### src/verilog/bkfc_pkg.sv
//------------------------------------------------------------------------
// Overview of operation
//------------------------------------------------------------------------
// Overview of operation
// RULE_01 - feedback under threshold: both buck switches off, error pin low
// RULE_02 - undervoltage latches global, regulator and undervoltage flags
// RULE_03 - switching and error pin recover by themselves once voltage is back
// RULE_04 - undervolt flag sticky until clear command or long sleep-low pulse; code also clears it on a status read
// RULE_05 - overcurrent recognised only after continuous deglitch time
// RULE_06 - recognised overcurrent sets global, regulator, overcurrent flags
// RULE_07 - after retry time, switching restarts and error pin releases
// RULE_08 - overcurrent related flags held for retry period, cleared at end
// RULE_09 - pin variant fixed 600 mA limit; serial variant selectable
// RULE_10 - current loop turns high side off above limit, overriding voltage
// RULE_11 - high side follows output-below-reference comparator (pfm)
// RULE_12 - reference level chosen from output voltage select setting
// RULE_13 - sequencing bit controls changeover; only for 5.0 or 5.7 V; code does not check vsel, leaves it to software
// RULE_14 - serial variant buck off bit stops buck; pin variant cannot
// RULE_15 - limit select 0 means 600 mA, 1 means 150 mA
// RULE_16 - error pin low during undervoltage or overcurrent retry period
// RULE_17 - counters time deglitch and retry; deglitch restarts on dropout
package bkfc_pkg;
  // apb register byte addresses
  localparam logic [7:0] ADDR_CTRL = 8'h00;
  localparam logic [7:0] ADDR_STAT = 8'h04;
  localparam logic [7:0] ADDR_MASK = 8'h08;
  localparam logic [7:0] ADDR_CMD = 8'h0C;
  // control field positions
  localparam int CTRL_OFF = 0;
  localparam int CTRL_CL = 1;
  localparam int CTRL_SEQ_DIS = 2;
  localparam int CTRL_VSEL_LO = 3;
  localparam logic [4:0] CTRL_RST = 5'h04;
  // status field positions (also interrupt layout)
  localparam int ST_GLOBAL = 0;
  localparam int ST_REG = 1;
  localparam int ST_UV = 2;
  localparam int ST_OC = 3;
  localparam int CMD_CLEAR = 0;
  // output select codes: 3.3, 4.0, 5.0, 5.7 volt
  localparam logic [1:0] VSEL_3V3 = 2'h0;
  localparam logic [1:0] VSEL_4V0 = 2'h1;
  localparam logic [1:0] VSEL_5V0 = 2'h2;
  localparam logic [1:0] VSEL_5V7 = 2'h3;
  // limit select codes
  localparam logic LIM_600MA = 1'b0;
  localparam logic LIM_150MA = 1'b1;
  // timing in ns at 40 mhz
  localparam int CLK_PERIOD_NS = 25;
  localparam int DEGLITCH_NS = 10000;
  localparam int RETRY_NS = 5000000;
  localparam int SLEEP_RST_NS = 5000;
  localparam int DEGLITCH_CYC = (DEGLITCH_NS + CLK_PERIOD_NS - 1)
                                / CLK_PERIOD_NS;
  localparam int RETRY_CYC = RETRY_NS / CLK_PERIOD_NS;
  localparam int SLEEP_RST_CYC = (SLEEP_RST_NS + CLK_PERIOD_NS - 1)
                                 / CLK_PERIOD_NS;
  // control word carried as a struct
  typedef struct packed {
    logic [1:0] vsel;
    logic seq_dis;
    logic cl_sel;
    logic off;
  } bkfc_ctrl_t;
  // analog comparator inputs
  typedef struct packed {
    logic below_ref;
    logic over_limit;
    logic over_ocp;
    logic under_volt;
  } bkfc_cmp_t;
  typedef enum logic [1:0] {
    OC_IDLE = 2'b00,
    OC_DEGL = 2'b01,
    OC_RETRY = 2'b11
  } bkfc_oc_state_t;
endpackage : bkfc_pkg

### src/verilog/bkfc_top.sv
// Chosen here: the placing of the registers and the APB interface to the registers.
`timescale 1ns/1ps
module bkfc_top #(
  parameter int RETRY_CYCLES = bkfc_pkg::RETRY_CYC, // retry length
  parameter int DEGL_CYCLES = bkfc_pkg::DEGLITCH_CYC, // ocp deglitch
  parameter int SLEEP_CYCLES = bkfc_pkg::SLEEP_RST_CYC, // sleep pulse
  parameter bit SERIAL_VARIANT = 1'b1 // 0: pin-configured part
) (
  input wire logic ref_clk_i, // 40 mhz clock
  input wire logic sys_rst_i, // async reset, active high
  input wire logic psel_i, // apb select
  input wire logic penable_i, // apb enable
  input wire logic pwrite_i, // apb direction
  input wire logic [7:0] paddr_i, // apb byte address
  input wire logic [31:0] pwdata_i, // apb write data
  output logic [31:0] prdata_o, // apb read data
  output logic pready_o, // apb ready
  output logic pslverr_o, // apb error
  input wire bkfc_pkg::bkfc_cmp_t cmp_i, // comparator levels
  input wire logic [1:0] pin_vsel_i, // pin-variant voltage select
  input wire logic sleep_request_low_i, // sleep pin, active low
  output logic hs_on_o, // high-side switch gate
  output logic ls_on_o, // low-side switch gate
  output logic [1:0] regulator_reference_level_o, // reference select
  output logic ocp_600ma_o, // 1: 600 mA ocp threshold
  output logic avdd_from_buck_o, // avdd fed by buck output
  output logic error_pin_n_o, // open-drain data, always 0
  output logic error_pin_oe_n_o, // enable, low while pulling
  output logic irq_o // level interrupt
);
  import bkfc_pkg::*;

  initial begin
    // every counter shares the retry width, so no count may exceed retry
    if (RETRY_CYCLES < 2 || DEGL_CYCLES < 1 || SLEEP_CYCLES < 1 ||
        DEGL_CYCLES > RETRY_CYCLES || SLEEP_CYCLES > RETRY_CYCLES)
      $error("bkfc_top: timing counts out of range");
  end

  localparam int CW = $clog2(RETRY_CYCLES + 1);

  bkfc_ctrl_t ctrl_reg;
  logic [3:0] stat_reg;
  logic [3:0] mask_reg;
  bkfc_oc_state_t oc_state_reg;
  logic [CW-1:0] cnt_reg;
  logic [CW-1:0] slp_cnt_reg;
  logic sleep_clr;
  logic clear_cmd;
  logic stat_rd;
  logic wr_acc;
  logic rd_acc;
  logic buck_run;
  logic uv_evt;
  logic oc_evt;
  logic retrying;
  logic [3:0] stat_set;

  //----------------------------------------------------------------------
  // apb slave
  //----------------------------------------------------------------------
  // zero wait states: pready is held high so every access ends at once
  assign wr_acc = psel_i & penable_i & pwrite_i;
  assign rd_acc = psel_i & penable_i & ~pwrite_i;
  assign clear_cmd = wr_acc && paddr_i == ADDR_CMD && pwdata_i[CMD_CLEAR];
  assign stat_rd = rd_acc && paddr_i == ADDR_STAT;

  // decode helper, used by error flag only; read mux decodes with its own case
  function automatic logic mapped(input logic [7:0] a);
    mapped = a == ADDR_CTRL || a == ADDR_STAT || a == ADDR_MASK ||
             a == ADDR_CMD;
  endfunction : mapped

  // control and mask registers
  always_ff @(posedge ref_clk_i or posedge sys_rst_i) begin
    if (sys_rst_i) begin
      ctrl_reg <= CTRL_RST;
      mask_reg <= 4'h0;
    end else if (wr_acc) begin
      if (paddr_i == ADDR_CTRL) begin
        ctrl_reg <= pwdata_i[4:0];
      end
      if (paddr_i == ADDR_MASK) begin
        mask_reg <= pwdata_i[3:0];
      end
    end
  end

  // read data, error and ready
  always_ff @(posedge ref_clk_i or posedge sys_rst_i) begin
    if (sys_rst_i) begin
      prdata_o <= 32'h0;
      pready_o <= 1'b0;
      pslverr_o <= 1'b0;
    end else begin
      pready_o <= 1'b1;
      pslverr_o <= psel_i & ~penable_i & ~mapped(paddr_i);
      if (psel_i & ~penable_i & ~pwrite_i) begin
        case (paddr_i)
          ADDR_CTRL: prdata_o <= {27'h0, ctrl_reg};
          ADDR_STAT: prdata_o <= {28'h0, stat_reg | stat_set};
          ADDR_MASK: prdata_o <= {28'h0, mask_reg};
          default: prdata_o <= 32'h0;
        endcase
      end
    end
  end

  //----------------------------------------------------------------------
  // sleep pin reset pulse
  //----------------------------------------------------------------------
  // short glitches low are ignored; only a long enough pulse clears
  always_ff @(posedge ref_clk_i or posedge sys_rst_i) begin
    if (sys_rst_i) begin
      slp_cnt_reg <= '0;
    end else if (sleep_request_low_i) begin
      slp_cnt_reg <= '0;
    end else if (slp_cnt_reg < CW'(SLEEP_CYCLES)) begin
      slp_cnt_reg <= slp_cnt_reg + CW'(1);
    end
  end
  // clear fires on release after a long low
  assign sleep_clr = sleep_request_low_i &&
                     slp_cnt_reg >= CW'(SLEEP_CYCLES); // RULE_04

  //----------------------------------------------------------------------
  // overcurrent deglitch and retry
  //----------------------------------------------------------------------
  assign buck_run = ~(SERIAL_VARIANT & ctrl_reg.off); // RULE_14
  always_ff @(posedge ref_clk_i or posedge sys_rst_i) begin
    if (sys_rst_i) begin
      oc_state_reg <= OC_IDLE;
      cnt_reg <= '0;
    end else begin
      case (oc_state_reg)
        OC_IDLE: begin
          cnt_reg <= '0;
          if (cmp_i.over_ocp && buck_run) begin
            oc_state_reg <= OC_DEGL;
            cnt_reg <= CW'(1);
          end
        end
        OC_DEGL: begin
          if (!cmp_i.over_ocp || !buck_run) begin
            oc_state_reg <= OC_IDLE; // RULE_17
            cnt_reg <= '0;
          end else if (cnt_reg >= CW'(DEGL_CYCLES)) begin
            oc_state_reg <= OC_RETRY; // RULE_05
            cnt_reg <= '0;
          end else begin
            cnt_reg <= cnt_reg + CW'(1);
          end
        end
        OC_RETRY: begin
          if (cnt_reg >= CW'(RETRY_CYCLES - 1)) begin
            oc_state_reg <= OC_IDLE; // RULE_07
            cnt_reg <= '0;
          end else begin
            cnt_reg <= cnt_reg + CW'(1); // RULE_17
          end
        end
        default: begin
          oc_state_reg <= OC_IDLE;
          cnt_reg <= '0;
        end
      endcase
    end
  end
  assign retrying = oc_state_reg == OC_RETRY;
  assign oc_evt = oc_state_reg == OC_DEGL && cmp_i.over_ocp && buck_run &&
                  cnt_reg >= CW'(DEGL_CYCLES);
  assign uv_evt = cmp_i.under_volt;

  //----------------------------------------------------------------------
  // status flags
  //----------------------------------------------------------------------
  assign stat_set[ST_UV] = uv_evt; // RULE_02
  assign stat_set[ST_OC] = oc_evt; // RULE_06
  assign stat_set[ST_REG] = uv_evt | oc_evt;
  assign stat_set[ST_GLOBAL] = uv_evt | oc_evt;

  // set beats every clear; overcurrent flags also track the retry window
  always_ff @(posedge ref_clk_i or posedge sys_rst_i) begin
    if (sys_rst_i) begin
      stat_reg <= 4'h0;
    end else begin
      if (clear_cmd || sleep_clr || stat_rd) begin
        stat_reg[ST_UV] <= uv_evt; // RULE_04
      end else if (uv_evt) begin
        stat_reg[ST_UV] <= 1'b1;
      end
      // held through retry, dropped when it expires
      stat_reg[ST_OC] <= oc_evt | retrying & ~(cnt_reg >=
                         CW'(RETRY_CYCLES - 1)); // RULE_08
      if (clear_cmd || sleep_clr || stat_rd) begin
        stat_reg[ST_REG] <= stat_set[ST_REG] | retrying;
        stat_reg[ST_GLOBAL] <= stat_set[ST_GLOBAL] | retrying;
      end else if (stat_set[ST_REG]) begin
        stat_reg[ST_REG] <= 1'b1;
        stat_reg[ST_GLOBAL] <= 1'b1;
      end else if (retrying && cnt_reg >= CW'(RETRY_CYCLES - 1) &&
                   !stat_reg[ST_UV]) begin
        stat_reg[ST_REG] <= 1'b0; // RULE_08
        stat_reg[ST_GLOBAL] <= 1'b0;
      end
    end
  end

  //----------------------------------------------------------------------
  // switch control and outputs
  //----------------------------------------------------------------------
  // pfm: high side follows comparator, current loop and faults override
  always_ff @(posedge ref_clk_i or posedge sys_rst_i) begin
    if (sys_rst_i) begin
      hs_on_o <= 1'b0;
      ls_on_o <= 1'b0;
    end else begin
      hs_on_o <= cmp_i.below_ref // RULE_11
                 & ~cmp_i.over_limit // RULE_10
                 & ~uv_evt // RULE_01 RULE_03
                 & ~oc_evt & ~retrying & buck_run; // RULE_07
      ls_on_o <= ~cmp_i.below_ref & ~uv_evt & ~oc_evt & ~retrying &
                 buck_run; // RULE_01
    end
  end

  // error pin pulls low during undervoltage or retry window
  always_ff @(posedge ref_clk_i or posedge sys_rst_i) begin
    if (sys_rst_i) begin
      error_pin_oe_n_o <= 1'b1;
      error_pin_n_o <= 1'b0;
    end else begin
      error_pin_n_o <= 1'b0;
      error_pin_oe_n_o <= ~(uv_evt | oc_evt |
                           (retrying & ~(cnt_reg >=
                           CW'(RETRY_CYCLES - 1)))); // RULE_16
    end
  end

  // configuration outputs
  always_ff @(posedge ref_clk_i or posedge sys_rst_i) begin
    if (sys_rst_i) begin
      regulator_reference_level_o <= VSEL_3V3;
      ocp_600ma_o <= 1'b1;
      avdd_from_buck_o <= 1'b0;
      irq_o <= 1'b0;
    end else begin
      regulator_reference_level_o <= SERIAL_VARIANT ? ctrl_reg.vsel :
                                     pin_vsel_i; // RULE_12
      ocp_600ma_o <= ~SERIAL_VARIANT |
                     (ctrl_reg.cl_sel == LIM_600MA); // RULE_09 RULE_15
      // software only clears the disable bit for 5.0 or 5.7 volt
      avdd_from_buck_o <= ~ctrl_reg.seq_dis & buck_run; // RULE_13
      irq_o <= |((stat_reg | stat_set) & mask_reg);
    end
  end

  //----------------------------------------------------------------------
  // checks
  //----------------------------------------------------------------------
  AST_UV_OFF: assert property (@(posedge ref_clk_i) disable iff (sys_rst_i)
    cmp_i.under_volt |=> !hs_on_o && !ls_on_o && !error_pin_oe_n_o)
    else $error("undervoltage did not stop buck"); // RULE_01
  AST_UV_FLAG: assert property (@(posedge ref_clk_i) disable iff (sys_rst_i)
    cmp_i.under_volt |=> stat_reg[ST_UV] && stat_reg[ST_REG] &&
    stat_reg[ST_GLOBAL]) else $error("uv flags not set"); // RULE_02
  AST_UV_STICKY: assert property (@(posedge ref_clk_i)
    disable iff (sys_rst_i)
    stat_reg[ST_UV] && !clear_cmd && !sleep_clr && !stat_rd |=>
    stat_reg[ST_UV]) else $error("uv flag lost"); // RULE_04
  AST_OC_RETRY: assert property (@(posedge ref_clk_i)
    disable iff (sys_rst_i)
    oc_evt |=> retrying && !error_pin_oe_n_o && !hs_on_o)
    else $error("ocp not acted on"); // RULE_05
  AST_OC_FLAG: assert property (@(posedge ref_clk_i) disable iff (sys_rst_i)
    oc_evt |=> stat_reg[ST_OC] && stat_reg[ST_GLOBAL])
    else $error("ocp flags not set"); // RULE_06
  AST_DEGL_RESTART: assert property (@(posedge ref_clk_i)
    disable iff (sys_rst_i)
    oc_state_reg == OC_DEGL && !cmp_i.over_ocp |=> oc_state_reg == OC_IDLE)
    else $error("deglitch not restarted"); // RULE_17
  AST_CUR_LIMIT: assert property (@(posedge ref_clk_i)
    disable iff (sys_rst_i)
    cmp_i.over_limit |=> !hs_on_o) else $error("limit ignored"); // RULE_10
  AST_PFM: assert property (@(posedge ref_clk_i) disable iff (sys_rst_i)
    !cmp_i.below_ref |=> !hs_on_o) else $error("hs on above ref"); // RULE_11
  AST_RETRY_END: assert property (@(posedge ref_clk_i)
    disable iff (sys_rst_i)
    $fell(retrying) && !oc_evt |-> !stat_reg[ST_OC])
    else $error("ocp flag outlived retry"); // RULE_08
  AST_OFF: assert property (@(posedge ref_clk_i) disable iff (sys_rst_i)
    SERIAL_VARIANT && ctrl_reg.off |=> !hs_on_o)
    else $error("buck off ignored"); // RULE_14
  COV_UV: cover property (@(posedge ref_clk_i) disable iff (sys_rst_i)
    cmp_i.under_volt ##1 !cmp_i.under_volt);
  COV_OC: cover property (@(posedge ref_clk_i) disable iff (sys_rst_i)
    oc_evt);
  COV_RETRY_DONE: cover property (@(posedge ref_clk_i)
    disable iff (sys_rst_i) $fell(retrying));
endmodule : bkfc_top

### config.mk
export PLATFORM = sky130hd
export DESIGN_NAME = bkfc_top
export DESIGN_NICKNAME = d
export VERILOG_FILES = /design/src/verilog/bkfc_pkg.sv /design/src/verilog/bkfc_top.sv
export SDC_FILE = /design/constraint.sdc
export NUM_CORES = 1
export LEC_CHECK = 0
export BUFFER_PORTS_ARGS = -buffer_cell sky130_fd_sc_hd__buf_2
export CAP_MARGIN = 20
export CORE_UTILIZATION = 54
export CTS_BUF_LIST = sky130_fd_sc_hd__clkbuf_2 sky130_fd_sc_hd__clkbuf_4 sky130_fd_sc_hd__clkbuf_8
export DETAILED_ROUTE_END_ITERATION = 10
export GPL_TIMING_DRIVEN = 0
export PLACE_DENSITY = 0.88
export SLEW_MARGIN = 40
export SYNTH_ARGS = -nofsm -noshare
export SYNTH_HDL_FRONTEND = slang
export SYNTH_SLANG_ARGS = --single-unit
### constraint.sdc
create_clock -name ref_clk_i -period 3.9 [get_ports ref_clk_i]
set_clock_uncertainty 0.05 [all_clocks]
set_input_delay 0 -clock ref_clk_i [delete_from_list [all_inputs] [get_ports ref_clk_i]]
set_output_delay 0 -clock ref_clk_i [all_outputs]
set_load 0.05 [all_outputs]
=== Word-level counts from Yosys, hierarchy flattened ===
Index checks and enable logic that the tools add are counted.

* Input port bits: 52
* Word-level logic and storage cells: 116
* Bits in registers: 93
* Output and inout port bits: 43

* Bitwise gates (word level): 36
* $add $sub $neg: 2
* $lt $le $gt $ge: 4
* Reduce and logical (&&, ||, !) cells: 27
* Equal/unequal tests: 8
* Multiplexer cells: 18

{| class="wikitable"
|+ Operators by type and width
! kind !! count
|-
| two-way mux 18 bit || 5
|-
| one-hot mux 18 bit (3 select lines) || 1
|-
| adder 18 x 1 -> 18 bit, second input constant || 2
|-
| >= comparator 18 bit, second input constant || 1
|-
| >= comparator 18 x 8 -> 1 bit, second input constant || 1
|-
| >= comparator 18 x 9 -> 1 bit, second input constant || 1
|-
| less-than comparator 18 x 8 -> 1 bit, second input constant || 1
|-
| AND 1 bit || 17
|-
| == test 8 x 4 -> 1 bit, second input constant || 2
|-
| one-hot mux 5 bit (3 select lines) || 1
|-
| two-way mux 2 bit || 7
|-
| inverter 1 bit || 13
|-
| logical AND 1 bit || 10
|-
| == test 8 x 3 -> 1 bit, second input constant || 1
|-
| zero test 8 bit || 1
|-
| logical OR 1 bit || 6
|-
| one-hot mux 2 bit (3 select lines) || 1
|-
| AND 4 bit || 1
|-
| OR 1 bit || 4
|-
| OR 4 bit || 1
|-
| AND reduction 2 bit || 2
|-
| nonzero test 2 bit || 2
|-
| OR reduction 4 bit || 1
|-
| two-way mux 1 bit || 3
|-
| 9 further kinds || 10
|}

=== Longest topological paths before layout ===
* Depth in word-level cells: 8
* Depth in mapped cells: 7
* Gate-level depth less buffers: 6

=== Least setup slack after synthesis ===
Ideal clock, no wire load.

* Kind: reg2reg
* From: reg cnt_reg[9]
* To: reg stat_reg[0]
* Period minus slack after synthesis: 1966 ps
* Arrival: 1792 ps
* Required time: 3726 ps
* Cell stages (with the launch flop): 6
* Buffers on the path: 0
* Slack: 1934 ps
* Path through: dfrtp_1 > or4_4 > nor4_4 > nor2_2 > or2_4 > a211o_1

* Word-level cells in the longest chain between the ends: 5

{| class="wikitable"
|+ RTL lines
! element !! RTL line !! RTL
|-
| start: declaration || bkfc_top.sv:46 || <nowiki>logic [CW-1:0] cnt_reg;</nowiki>
|-
| start signal: assignment || bkfc_top.sv:151 || <nowiki>cnt_reg <= cnt_reg + CW'(1);</nowiki>
|-
| start signal: assignment || bkfc_top.sv:159 || <nowiki>cnt_reg <= cnt_reg + CW'(1);</nowiki>
|-
| >= comparator 18 x 9 -> 1 bit || bkfc_top.sv:171 || <nowiki>cnt_reg >= CW'(DEGL_CYCLES);</nowiki>
|-
| logical AND 1 bit || bkfc_top.sv:170 || <nowiki>assign oc_evt = oc_state_reg == OC_DEGL && cmp_i.over_ocp && buck_run &&</nowiki>
|-
| OR 1 bit || bkfc_top.sv:179, bkfc_top.sv:180 ||
|-
| two-way mux 2 bit or OR 1 bit (tied branches) || bkfc_top.sv:198, bkfc_top.sv:197 ||
|-
| two-way mux 2 bit || bkfc_top.sv:195 || <nowiki>if (clear_cmd || sleep_clr || stat_rd) begin</nowiki>
|-
| end signal: indexed assignment || bkfc_top.sv:193 || <nowiki>stat_reg[ST_OC] <= oc_evt | retrying & ~(cnt_reg >=</nowiki>
|-
| end signal: indexed assignment || bkfc_top.sv:196 || <nowiki>stat_reg[ST_REG] <= stat_set[ST_REG] | retrying;</nowiki>
|-
| end signal: indexed assignment || bkfc_top.sv:197 || <nowiki>stat_reg[ST_GLOBAL] <= stat_set[ST_GLOBAL] | retrying;</nowiki>
|-
| end: declaration || bkfc_top.sv:43 || <nowiki>logic [3:0] stat_reg;</nowiki>
|}

Several ways; a longest one is shown, not always the timed one.
A chain may end at the register's enable or synchronous reset.

=== Worst setup path in the final report ===
* From: reg cnt_reg[9]
* To: reg ls_on_o

* Word-level cells in the longest chain between the ends: 6

{| class="wikitable"
|+ RTL lines
! element !! RTL line !! RTL
|-
| >= comparator 18 x 9 -> 1 bit || bkfc_top.sv:171 ||
|-
| logical AND 1 bit || bkfc_top.sv:170 ||
|-
| inverter 1 bit || bkfc_top.sv:222 || <nowiki>ls_on_o <= ~cmp_i.below_ref & ~uv_evt & ~oc_evt & ~retrying &</nowiki>
|-
| AND 1 bit (3 in series) || bkfc_top.sv:222 ||
|-
| end signal: assignment || bkfc_top.sv:222 ||
|-
| end: declaration || bkfc_top.sv:23 || <nowiki>output logic ls_on_o,</nowiki>
|}

Every way passes these cells.

==> results.md <==
- Combined area of the multi-input logic cells: 1405 um2
- Max-cap viol count: 0
- Die outline width: between 70 and 80 um
- Max frequency: 396.4 MHz
- Starting Density: 0.5729
- Worst hold slack across all endpoints: between 0.09 and 0.1 ns
- Ratio of final minimum period to clock period: 0.6468
- Run status: finished clean
- Proportion of synthesized area in mux cells: 0.04684
- Area taken by flip-flops and latches: between 1500 and 2000 um2
- Leakage: ~1.9 nW
- First-iteration detailed-routing DRC count: about 150
- Main synth FF type: dfrtp_1
- Worst Path Required: between 4 and 5 ns
- Buffers and inverters on the worst path: 1
- Clock-pin transition on the worst setup and hold timing paths: 0.06 ns
- Power density cells: roughly 360 nW/um2
- Final Net Count: between 400 and 500
- Critical path endpoint category: register
- XOR/XNOR Fraction of Synth Area: 0.05691
- Number of setup violations in the final report: 0
- I/O pin count: between 90 and 100
- Clock latency reported for the late side of the worst-skew pair: 0.34 ns
- Proportion of synthesized flip-flops having asynchronous set or reset: 1.000
- Pin count of the biggest net entering global routing: 43
- Buffers inserted during post-CTS setup optimization: 0
- Routed WL: around 6.5 mm
- Count of state elements after synthesis: 65
- Library cells used by synthesis: 55
- Crit Path Category: reg -> reg
- Critical Path AT: ~2.8 ns
- Number of global-route vias before repair: ~2300
- Number of vias in the routed layout: ~2400
- TNS Setup: 0 ns
- Adder-cell share of the synthesized area: 0.01549
- Clock tree root buffer cell: clkbuf_8
- Ys Warns: 0
- CTS tree: yes
- Post-DP HPWL: 4.411 mm
- Startpoint kind of the worst setup timing path: register
- Average cell area after synthesis: around 11 um2
- Maximum VDD drop: 0.0002304 V
- Number of antenna cells inserted: 0
- Global placement routability congestion: approximately 0.83
- Total congestion overflow after global routing: 0
- Post-route antenna net violation count: 0
- HP Class: in -> reg
- Number of enable flip-flop cells after synthesis: 0
- Final critical-path required period: 2.522 ns
- Share of the synthesized area in compound gates (AO/OA/AOI/OAI): 0.07356
- Fraction of layout instances using a drive strength above 1: 0.3079
- Detailed-router iteration count before antenna repair: 5
- Die Area: 6298 um2
- Number of sinks handled by clock tree synthesis: 65
- Slew @ Worst Pin: around 0.64 ns
- Core outline area: about 5600 um2
- Average detailed-routed wire length per instance: ~14 um
- Share of synthesized cell area in and, or, nand and nor gates: 0.2083
- Category of cells accounting for the largest share of critical-path delay: simple AND/OR/NAND/NOR gates
- Cell-by-cell trace of the critical path: or4_4 -> nor4_4 -> nor2_2 -> or2_4 -> nor4_2 -> dlygate4sd3_1
- H-Tree Depth: 3
- Setup repair after global routing missed its margin: no
- Maximum fanout along the worst path: 5
- Average via count per standard cell: 5.249
- Number of antenna violations at the first check in global routing: 0
- Netlist area before placement: ~3200 um2
- Final Max Tran Viols: 0
- Critical Path Slowest Stage Cell: dlygate4sd3_1
- Normalized max-slew margin: 0.5708
- Gr usage total: 0.2271
- Sequential area share after synthesis: 0.5045
- Fill cells: approximately 400
- First-pass GRT wire length: approximately 11 mm
- Final Hold Violating Endpoints: 0
- Largest stage delay on the critical path: around 0.58 ns
- Total CTS buffers: 9
- Dominant combinational cell family by area after synthesis: simple AND/OR/NAND/NOR gates
- Area Overhead vs Synth: 23.07%
- Number of remaining DRC errors: 0
- Buffer depth of the longest clock path: 2
- Number of buffers added on ports: 35
- Number of cells produced by synthesis: ~300
- Placement Rows: 27
- Height of the die: ~79 um
[report_power, final]
part	total [mW]	internal, mW	switching [mW]
combinational	0.162	0.0520	0.110
clock	0.585	0.342	0.243
sequential	0.686	0.681	0.00531
total	1.43	1.08	0.359
[cell type report]
class | instances | share of cell area
multi-input cells | 217 | 0.3533
clock inverters | 3 | 0.01007
repair buffers | 51 | 0.08682
inverters | 9 | 0.009122
clock buffers | 13 | 0.04184
plain buffers | 35 | 0.06637
flip-flops and latches | 65 | 0.4099
well taps | 72 | 0.02265
[metrics by stage]
stage,utilization,std cells,instance area (um2),setup WS [ns],total power [mW]
floorplan,-,326,3333,1.934,0.8206
global route,0.7050,465,3978,1.244,1.486
detailed placement,0.6418,434,3621,1.789,0.8490
CTS,0.7050,465,3978,1.395,1.441
finish,0.7050,465,3978,1.378,1.434
global placement,0.6378,433,3598,1.548,0.8435
[synthesized netlist by cell type, drive strengths merged (5+ instances only)]
| library cell | count | share of area |
|---|---|---|
| a21oi | 5 | 0.011 |
| xor2 | 11 | 0.030 |
| inv | 9 | 0.010 |
| buf | 31 | 0.077 |
| xnor2 | 10 | 0.027 |
| nand3 | 11 | 0.017 |
| nand4 | 8 | 0.015 |
| o21ai | 6 | 0.0093 |
| nor3 | 8 | 0.012 |
| mux2i | 5 | 0.015 |
| nand2 | 15 | 0.017 |
| dfrtp | 62 | 0.48 |
| nor4 | 6 | 0.023 |
| nor2b | 11 | 0.021 |
| nor2 | 38 | 0.054 |
| mux2 | 9 | 0.031 |
[per-layer routing]
layer,global-route usage,part of all wire,vias up
met5,0,0,-
met4,0.08000,0.020,0
met2,0.3750,0.50,84
met1,0.2756,0.42,1193
met3,0.07816,0.057,16
li1,-,-,1148
[placed cells by master (no fill, tap or decap), types with 3 or more instances in the layout]
cell and count:
dfrtp_1 62, buf_2 35, buf_4 29, conb_1 29, nor2_1 27, nand2_1 15
dlygate4sd3_1 15, nand3_1 11, nor2b_1 11, xor2_1 11, clkbuf_8 11, xnor2_1 10
nor2_2 10, mux2_2 9, nand4_1 8, inv_1 8, nor3_1 8, o21ai_0 6
mux2i_1 5, clkbuf_1 4, a21oi_1 4, ha_1 4, nor4_1 3, o311ai_0 3
a31oi_1 3, dfstp_2 3
[timing repair]
item | CTS | global route
hold endpoints to repair | 89 | 0
hold buffers | 15 | 0
resized for setup | 0 | 0
[worst paths after layout]
check / slack, ns / to / cells after the start / from
hold reg to reg: 0.36 / regulator_reference_level_o[1]$_DFF_PP0_ / 0 / ctrl_reg[4]$_DFFE_PP0P_
max in group asynchronous: 3.08 / ocp_600ma_o$_DFF_PP1_ / 4 / sys_rst_i
min in group asynchronous: 0.13 / slp_cnt_reg[2]$_DFFE_PP0P_ / 3 / sys_rst_i
hold / removal: 0.09 / prdata_o[2]$_DFFE_PP0P_ / 5 / paddr_i[0]
setup / recovery: 1.38 / ls_on_o$_DFF_PP0_ / 6 / cnt_reg[9]$_DFF_PP0_
setup reg to reg: 1.38 / ls_on_o$_DFF_PP0_ / 6 / cnt_reg[9]$_DFF_PP0_
[logic make-up (layout without fill, tap and decap cells)]
| kind of cell | count (synthesis) | in the layout |
|---|---|---|
| muxes | 14 | 14 |
| buffers and inverters | 44 | 111 |
| other | 2 | 29 |
| DFF | 65 | 65 |
| AOI/OAI and AO/OA | 32 | 32 |
| xor gates and xnor gates | 21 | 21 |
| and+or+nand+nor | 117 | 117 |
| adders and majority gates | 4 | 4 |
[worst min-delay path, stage by stage]
cell and delay, ns:
buf_2 0.08, nor2_1 0.04, and3_2 0.20, nand2_1 0.06
o21ai_0 0.07
(Power assumes the default switching activity.)
